===== src/rtl/dac_port_pkg.sv =====
// ============================================================
// Shared constants for the serial command port
// ============================================================
// Notes on behaviour
// Sample data on rising serial clock while selected.
// No data bits taken while select high.
// Select rising ends transfer, executes word.
// Words are 24 or 32 bits.
// Command byte, two data bytes, optional check.
// Check only on 32-bit words.
// Cascaded host clocks multiples of 32.
// Count bits; fault on invalid length.
// Write word echoed during next transfer.
// 32-bit read returns command then data.
// 24-bit read returns data, first byte ignored.
// No write echo for 24-bit words.
// Reset: ranges 0-5 V, codes zero.
// Host issues software reset first.
// Output changes on falling clock, released when idle.
// Low command nibble is channel address.
// Most significant bit first.
package dac_port_pkg;
    localparam int unsigned WORD_SHORT   = 24;
    localparam int unsigned WORD_LONG    = 32;
    localparam int unsigned CNT_W        = 6;
    localparam int unsigned CHANNELS     = 8;
    localparam logic [3:0]  SPAN_DEFAULT = 4'h0;
    localparam logic [15:0] CODE_DEFAULT = 16'h0000;
    localparam logic [7:0]  CMD_SW_RESET = 8'h7F;
    localparam logic [7:0]  CMD_NOP      = 8'hFF;
    localparam logic [3:0]  OP_WR_CODE   = 4'h0;
    localparam logic [3:0]  OP_WR_SPAN   = 4'h1;
    localparam logic [3:0]  OP_RD_CODE   = 4'h8;
    localparam logic [3:0]  OP_RD_SPAN   = 4'h9;
    localparam int unsigned CRC_W        = 6;
    localparam int unsigned CLK_DIV      = 4;
    localparam int unsigned DIV_W        = 2;
endpackage


===== src/rtl/dac_port_if.sv =====
`timescale 1ns/1ps
// ============================================================
// Serial link between host controller and converter port
// ============================================================
interface dac_port_if;
    logic chip_select_load_n;   // Select, low during a transfer.
    logic sclk;                 // Serial clock from host.
    logic mosi;                 // Host to device data.
    logic miso;                 // Device data bit.
    logic miso_oe_n;            // Low while device drives data.
    modport host   (output chip_select_load_n, output sclk, output mosi,
                    input miso, input miso_oe_n);
    modport device (input chip_select_load_n, input sclk, input mosi,
                    output miso, output miso_oe_n);
endinterface


===== src/rtl/dac_port_device.sv =====
`timescale 1ns/1ps
// ============================================================
// Device end: shifts, counts, executes and answers
// ============================================================
module dac_port_device
    import dac_port_pkg::*;
(
    input  wire logic        CLK_IN,        // System clock, 100 MHz.
    input  wire logic        RESET_IN,      // Synchronous reset, high.
    dac_port_if.device       LINK,          // Serial link.
    output logic             EXEC_OUT,      // One-cycle pulse per executed word.
    output logic [31:0]      WORD_OUT,      // Last executed word, left aligned.
    output logic             LONG_OUT,      // Last word was 32 bits.
    output logic             FAULT_OUT,     // Sticky bad-length fault.
    output logic [3:0]       CHAN_OUT,      // Channel address of last word.
    output logic [127:0]     CODES_OUT,     // Eight 16-bit channel codes.
    output logic [31:0]      SPANS_OUT      // Eight 4-bit channel spans.
);
    // ============================================================
    // Pin synchronisers
    // ============================================================
    logic [2:0] cs_s_q, ck_s_q, dq_s_q;
    logic [2:0] cs_s_d, ck_s_d, dq_s_d;
    // Two flops per pin, a third stage only for edge detection.
    always_comb begin
        cs_s_d = {cs_s_q[1:0], LINK.chip_select_load_n};
        ck_s_d = {ck_s_q[1:0], LINK.sclk};
        dq_s_d = {dq_s_q[1:0], LINK.mosi};
    end
    always_ff @(posedge CLK_IN) begin
        if (RESET_IN) begin
            cs_s_q <= 3'h7;
            ck_s_q <= 3'h0;
            dq_s_q <= 3'h0;
        end else begin
            cs_s_q <= cs_s_d;
            ck_s_q <= ck_s_d;
            dq_s_q <= dq_s_d;
        end
    end
    logic sel, ck_rise, ck_fall, cs_rise, cs_fall;
    assign sel     = ~cs_s_q[1];
    assign ck_rise = ck_s_q[1] & ~ck_s_q[2];
    assign ck_fall = ~ck_s_q[1] & ck_s_q[2];
    assign cs_rise = cs_s_q[1] & ~cs_s_q[2];
    assign cs_fall = ~cs_s_q[1] & cs_s_q[2];

    function automatic logic [CNT_W-1:0] inc_sat(input logic [CNT_W-1:0] v);
        inc_sat = (v == {CNT_W{1'b1}}) ? v : v + 1'b1;
    endfunction

    // ============================================================
    // Shifting, counting and execution
    // ============================================================
    logic [31:0]      shift_q, shift_d;
    logic [CNT_W-1:0] cnt_q, cnt_d;
    logic [31:0]      out_q, out_d;
    logic [31:0]      reply_q, reply_d;
    logic             miso_q, miso_d;
    logic             oe_n_q, oe_n_d;
    logic             exec_q, exec_d, long_q, long_d, fault_q, fault_d;
    logic [31:0]      word_q, word_d;
    logic [15:0]      code_q [CHANNELS];
    logic [15:0]      code_d [CHANNELS];
    logic [3:0]       span_q [CHANNELS];
    logic [3:0]       span_d [CHANNELS];
    logic [31:0]      w;
    logic [2:0]       ch;

    // Next-state of the whole serial engine.
    always_comb begin
        shift_d = shift_q;
        cnt_d   = cnt_q;
        out_d   = out_q;
        reply_d = reply_q;
        miso_d  = miso_q;
        oe_n_d  = oe_n_q;
        exec_d  = 1'b0;
        long_d  = long_q;
        fault_d = fault_q;
        word_d  = word_q;
        code_d  = code_q;
        span_d  = span_q;
        w       = 32'h0;
        ch      = 3'h0;
        if (cs_fall) begin
            // Load the pending reply and present its first bit at once.
            cnt_d  = '0;
            out_d  = {reply_q[30:0], 1'b0};
            miso_d = reply_q[31];
            oe_n_d = 1'b0;
        end else if (sel && ck_rise) begin
            shift_d = {shift_q[30:0], dq_s_q[1]};
            cnt_d   = inc_sat(cnt_q);
        end else if (sel && ck_fall) begin
            miso_d = out_q[31];
            out_d  = {out_q[30:0], 1'b0};
        end
        if (cs_rise) begin
            oe_n_d  = 1'b1;
            reply_d = 32'h0;
            // Bits arriving with select high never reach the shifter.
            if (cnt_q == CNT_W'(WORD_LONG) || cnt_q == CNT_W'(WORD_SHORT)) begin
                long_d = (cnt_q == CNT_W'(WORD_LONG));
                // Align short words to the top; check field sits in low byte.
                w = long_d ? shift_q : {shift_q[23:0], 8'h00};
                exec_d = 1'b1;
                word_d = w;
                // Check field is passed on only for long words.
                if (!long_d) word_d[7:0] = 8'h00;
                ch = w[27:25];
                if (w[31:24] == CMD_SW_RESET) begin
                    for (int i = 0; i < CHANNELS; i++) begin
                        code_d[i] = CODE_DEFAULT;
                        span_d[i] = SPAN_DEFAULT;
                    end
                    fault_d = 1'b0;
                end else if (w[31:28] == OP_WR_CODE) begin
                    code_d[ch] = w[23:8];
                end else if (w[31:28] == OP_WR_SPAN) begin
                    span_d[ch] = w[11:8];
                end
                if (w[31]) begin
                    // Reads: long words echo the command, short ones leave it zero.
                    reply_d[31:24] = long_d ? w[31:24] : 8'h00;
                    if (w[30:28] == OP_RD_SPAN[2:0])
                        reply_d[23:8] = {12'h000, span_q[ch]};
                    else
                        reply_d[23:8] = code_q[ch];
                end else if (long_d) begin
                    reply_d = w;
                end
            end else begin
                fault_d = 1'b1;
            end
        end
    end

    // Reset restores defaults for every channel.
    always_ff @(posedge CLK_IN) begin
        if (RESET_IN) begin
            shift_q <= 32'h0;
            cnt_q   <= '0;
            out_q   <= 32'h0;
            reply_q <= 32'h0;
            miso_q  <= 1'b0;
            oe_n_q  <= 1'b1;
            exec_q  <= 1'b0;
            long_q  <= 1'b0;
            fault_q <= 1'b0;
            word_q  <= 32'h0;
            for (int i = 0; i < CHANNELS; i++) begin
                code_q[i] <= CODE_DEFAULT;
                span_q[i] <= SPAN_DEFAULT;
            end
        end else begin
            shift_q <= shift_d;
            cnt_q   <= cnt_d;
            out_q   <= out_d;
            reply_q <= reply_d;
            miso_q  <= miso_d;
            oe_n_q  <= oe_n_d;
            exec_q  <= exec_d;
            long_q  <= long_d;
            fault_q <= fault_d;
            word_q  <= word_d;
            code_q  <= code_d;
            span_q  <= span_d;
        end
    end

    // ============================================================
    // Outputs
    // ============================================================
    assign LINK.miso      = miso_q;
    assign LINK.miso_oe_n = oe_n_q;
    assign EXEC_OUT       = exec_q;
    assign WORD_OUT       = word_q;
    assign LONG_OUT       = long_q;
    assign FAULT_OUT      = fault_q;
    assign CHAN_OUT       = word_q[27:24];
    // Flatten arrays for the port; the address maps channel n to bits A3..A1.
    always_comb begin
        for (int i = 0; i < CHANNELS; i++) begin
            CODES_OUT[i*16 +: 16] = code_q[i];
            SPANS_OUT[i*4 +: 4]   = span_q[i];
        end
    end
endmodule


===== src/flat_wrapper.sv =====
// flat-port wrapper written by rule: the top's interface ports become plain ports
module dac_port_device_flat import dac_port_pkg::*;
  (CLK_IN, RESET_IN, EXEC_OUT, WORD_OUT, LONG_OUT, FAULT_OUT, CHAN_OUT, CODES_OUT, SPANS_OUT, LINK_chip_select_load_n, LINK_sclk, LINK_mosi, LINK_miso, LINK_miso_oe_n);
  dac_port_if LINK_i ();
  input  wire logic CLK_IN;
  input  wire logic RESET_IN;
  output logic EXEC_OUT;
  output logic [31:0] WORD_OUT;
  output logic LONG_OUT;
  output logic FAULT_OUT;
  output logic [3:0] CHAN_OUT;
  output logic [127:0] CODES_OUT;
  output logic [31:0] SPANS_OUT;
  input wire logic [$bits(LINK_i.chip_select_load_n)-1:0] LINK_chip_select_load_n;
  input wire logic [$bits(LINK_i.sclk)-1:0] LINK_sclk;
  input wire logic [$bits(LINK_i.mosi)-1:0] LINK_mosi;
  output wire logic [$bits(LINK_i.miso)-1:0] LINK_miso;
  output wire logic [$bits(LINK_i.miso_oe_n)-1:0] LINK_miso_oe_n;
  assign LINK_i.chip_select_load_n = LINK_chip_select_load_n;
  assign LINK_i.sclk = LINK_sclk;
  assign LINK_i.mosi = LINK_mosi;
  assign LINK_miso = LINK_i.miso;
  assign LINK_miso_oe_n = LINK_i.miso_oe_n;
  dac_port_device u_core (.CLK_IN(CLK_IN), .RESET_IN(RESET_IN), .LINK(LINK_i), .EXEC_OUT(EXEC_OUT), .WORD_OUT(WORD_OUT), .LONG_OUT(LONG_OUT), .FAULT_OUT(FAULT_OUT), .CHAN_OUT(CHAN_OUT), .CODES_OUT(CODES_OUT), .SPANS_OUT(SPANS_OUT));
endmodule

===== config.mk =====
export PLATFORM = sky130hd
export DESIGN_NAME = dac_port_device_flat
export DESIGN_NICKNAME = d
export VERILOG_FILES = /design/src/rtl/dac_port_pkg.sv /design/src/rtl/dac_port_if.sv /design/src/rtl/dac_port_device.sv /design/src/flat_wrapper.sv
export SDC_FILE = /design/constraint.sdc
export NUM_CORES = 1
export LEC_CHECK = 0
export BUFFER_PORTS_ARGS = -buffer_cell sky130_fd_sc_hd__buf_2
export CAP_MARGIN = 25
export CORE_MARGIN = 10
export CORE_UTILIZATION = 51
export DETAILED_ROUTE_END_ITERATION = 8
export HOLD_SLACK_MARGIN = 0.05
export PLACE_DENSITY = 0.76
export SYNTH_ARGS = -nofsm -noshare
export SYNTH_HDL_FRONTEND = slang
export SYNTH_SLANG_ARGS = --single-unit

===== constraint.sdc =====
create_clock -name CLK_IN -period 2.8 [get_ports CLK_IN]
set_clock_uncertainty 0.1 [all_clocks]
set_input_delay 0.42 -clock CLK_IN [delete_from_list [all_inputs] [get_ports CLK_IN]]
set_output_delay 0.42 -clock CLK_IN [all_outputs]
set_load 0.01 [all_outputs]

==> out/metrics.cfg <==
[detailed_routing]
drt_wl_total_um=51600
drtIter0Drc=1881
vias=13600
ant_nets=0
dr.pass1.iters=6
avgViaCountPerCell=6.46
wl_per_cell_um=24.4
drc=0

[yosys]
synthMuxAreaShare_pct=5.01
postSynthNetCount=1458
synth-compound-area-share_pct=26.7
synthArstFlopShare_pct=0
synth_top_family_by_area=compound AO/OA/AOI/OAI gates
yosys.area_share.adder_pct=0.192
synth_edf_count=0
synthesis.area_um2=13000
ys_ff_latch=306
yosysSeqAreaShare_pct=46.9
ys_types=75
synth-xor-area-share_pct=0.336
synth.avg_cell_area_um2=8.99
synth_flop_cell=dfxtp_1
synth-simple-area-share_pct=16.3
syn_inst=1451
synth_warnings=0

[cells_and_area]
syn_to_final_growth_pct=32.3
drive_gt1_share_pct=31.6
final_cell_area_um2=17300
n_fill_cell=1956
diodes=0
fin_nets=1765

[pwr]
power_density_nw_per_um2=523
total_power_mw=9.04
vdd_drop_max_mv=0.725
leakagePower_nw=6.85

[die]
fp.dieH_um=180
die_area_um2=32400
ios=206
core_um2=25200
placementRows=58
die_w_um=180
initial_core_util_pct=51.8

[setup_path]
critPathKind=reg -> reg
worstPathRequired_ps=3150
path_cells=inv_2, ha_4, or4b_4, buf_12, buf_4, nor3_4, a32oi_2, buf_12, nand2_1, a21oi_2, a32o_1
slowest_delay_ps=490
r2r_cells=11
cp_num_buf_inv=4
crit_top_cell=buf_12
worst_ep_arrival_time_ps=3150
worstSetupEndpoint=u_core.CODES_OUT[120]
path_max_fanout=18
rr_startpoint=u_core.cnt_q[1]
cp_top_family=simple AND/OR/NAND/NOR gates
crit_slowest_cell=or4b_4
ff2ff_setup_slack_ps=0.9
startpoint_type=flop
path_depth=11
startpoint=u_core.cnt_q[1]
r2r_end=u_core.CODES_OUT[120]
end_kind=flop

[global_routing]
grt_pass1_wl_um=77100
overflow=0
grt_max_degree=94
grt_use_total_pct=29.2
grt_pass1_vias=12900
antenna_found_initial=0

[clock_tree]
root_buffer=clkbuf_16
htree_num_levels=1
cts_tree=built
cts_sinks=306
cts_buffers=31
clk_latency_ps=560
cts.path.max_buffers=3
clkSlewWorstSetupHoldPaths_ps=60

[sta]
period_share_pct=100
worst_pin_slew_ps=1040
min_period_ps=2800
finalSetupViolations=0
hold_viol=0
fmax_ghz=0.357
drv_slew=0
final.setup.tns_ps=0
hold_slack_ps=319
rsz0062_at_grt=yes
setup_ws_ps=0.894
maxSlewHeadroom_pct=30.9

[place]
place_hpwl_um=36300
place_area_um2=15400
numPortBuffers=205
gp_congestion=1.03
dp_slack_ps=-506

[hold_path]
min_from=u_core.cs_s_q[0]
hold_path.class=reg -> reg
whs_path_depth=1

[job]
maxCapViolCount=0

[status]
status=finished clean

## worst register-to-register path: cells and delay by family (launching register included)
kind	cells	cell delay [ps]
buf+inv	4	590
simple gates	3	890
compound gates	3	650
fa+ha+maj	1	140
flops	1	330
## synth_stat cells (5+ instances only)
master | number | area share, %
a22o_1 | 75 | 5.0
a31oi_1 | 49 | 2.3
dfxtp_1 | 306 | 47
buf_1 | 11 | 0.32
o21ai_0 | 30 | 1.2
or2_2 | 13 | 0.62
o22ai_1 | 49 | 2.3
clkbuf_1 | 88 | 2.5
o221ai_1 | 19 | 1.3
o21ai_1 | 6 | 0.23
mux2i_1 | 63 | 4.8
a311oi_1 | 6 | 0.40
a21oi_1 | 77 | 3.0
a2111oi_0 | 13 | 0.87
nor3_1 | 31 | 1.2
a22oi_1 | 10 | 0.58
a211oi_1 | 53 | 3.0
nand2_1 | 110 | 3.2
buf_2 | 23 | 0.88
buf_4 | 6 | 0.35
inv_1 | 10 | 0.29
a221o_1 | 10 | 0.77
nor3_2 | 5 | 0.38
nand2b_1 | 16 | 0.77
nor4_1 | 5 | 0.24
o2bb2ai_1 | 21 | 1.4
nand3_1 | 16 | 0.61
nor2_1 | 203 | 5.8
a32oi_1 | 12 | 0.81
nand4_1 | 7 | 0.34
or3_1 | 5 | 0.24
nor2b_1 | 13 | 0.62
a32o_1 | 6 | 0.46
## worst min-delay path by stage
stage	to	slack, ps
after floorplan	u_core.cs_s_q[1]	290
after global placement	u_core.cs_s_q[1]	310
after detailed placement	u_core.cs_s_q[1]	310
after CTS	u_core.cs_s_q[1]	330
after global routing	u_core.cs_s_q[1]	330
final	u_core.cs_s_q[1]	320
## layout by cell type, fill, tap and decap left out, drive strengths merged, types with 4 or more instances in the layout
| cell type | synthesis | routed |
|---|---|---|
| nand4 | 7 | 7 |
| clkbuf | 88 | 45 |
| a22o | 75 | 75 |
| or3 | 5 | 5 |
| nand3 | 16 | 16 |
| nor4b | 4 | 4 |
| nand2 | 111 | 111 |
| and3 | 4 | 4 |
| bufinv | 0 | 6 |
| dfxtp | 306 | 306 |
| inv | 10 | 10 |
| nor2 | 206 | 206 |
| o21ai | 36 | 36 |
| dlygate4sd3 | 0 | 4 |
| a31oi | 49 | 49 |
| a32oi | 13 | 13 |
| o2bb2ai | 21 | 21 |
| nand3b | 4 | 4 |
| o22ai | 49 | 49 |
| o221ai | 19 | 19 |
| a2111oi | 13 | 13 |
| a311oi | 6 | 6 |
| or3b | 4 | 4 |
| nor3 | 37 | 37 |
| a22oi | 10 | 10 |
| nor4 | 5 | 5 |
| or2 | 13 | 13 |
| clkinv | 0 | 5 |
| mux2i | 63 | 63 |
| buf | 42 | 397 |
| a21oi | 78 | 78 |
| a221o | 10 | 10 |
| nor2b | 13 | 13 |
| a32o | 6 | 6 |
| a211oi | 59 | 59 |
| nand2b | 16 | 16 |
## report_power, final
| group | leakage, nW | internal (mW) | switching [mW] | total, mW |
|---|---|---|---|---|
| registers | 2.47 | 4.38 | 0.0156 | 4.40 |
| logic | 3.86 | 0.0656 | 0.139 | 0.205 |
| clock network | 0.524 | 2.69 | 1.75 | 4.44 |
## registers in the layout (all words and copies together) (netlist names), 6 cells and up
name	cells
u_core.cnt_q	6
u_core.out_q	31
u_core.SPANS_OUT	32
u_core.CODES_OUT	128
u_core.reply_q	32
u_core.WORD_OUT	32
u_core.shift_q	32
## per-layer routing
layer	track usage [%]	up-vias	wire length (um)
met5	0	-	0
met2	45.7	935	23200
met1	38.8	6504	20400
li1	-	6014	-
met4	11.5	0	2250
met3	5.80	186	5750
## cell families after synthesis
logic type / count (synthesis)
xor gates and xnor gates: 5
and+or+nand+nor: 457
DFF: 306
adders and majority gates: 2
buffers and inverters: 140
AOI/OAI and AO/OA: 476
muxes: 65
## metrics by stage
| stage | cells | util (%) |
|---|---|---|
| 2_1_floorplan | 1451 | - |
| 3_3_place_gp | 2028 | 61.2 |
| 3_5_place_dp | 2029 | 61.2 |
| 4_1_cts | 2093 | 66.6 |
| 5_1_grt | 2111 | 68.6 |
| 6_report | 2111 | 68.6 |
## layout make-up
type / count / area, um^2 / share of cell area [%]
clock buffer: 42 / 857 / 4.96
clock inverter: 14 / 231 / 1.34
inverter: 10 / 37.5 / 0.217
multi-input combinational: 1005 / 6860 / 39.7
sequential: 306 / 6130 / 35.5
tap: 330 / 413 / 2.39
timing repair buffer: 404 / 2740 / 15.9
## timing repair
action / CTS / global route
setup buffers: 4 / 16
hold buffers: 4 / 0
gates resized for setup: 47 / 61
pin swaps: 0 / 9
endpoints found under the hold margin: 4 / 0
gates cloned: 0 / 2
endpoints found under the setup margin: 92 / 160
Power figures use the tool's default switching activity.
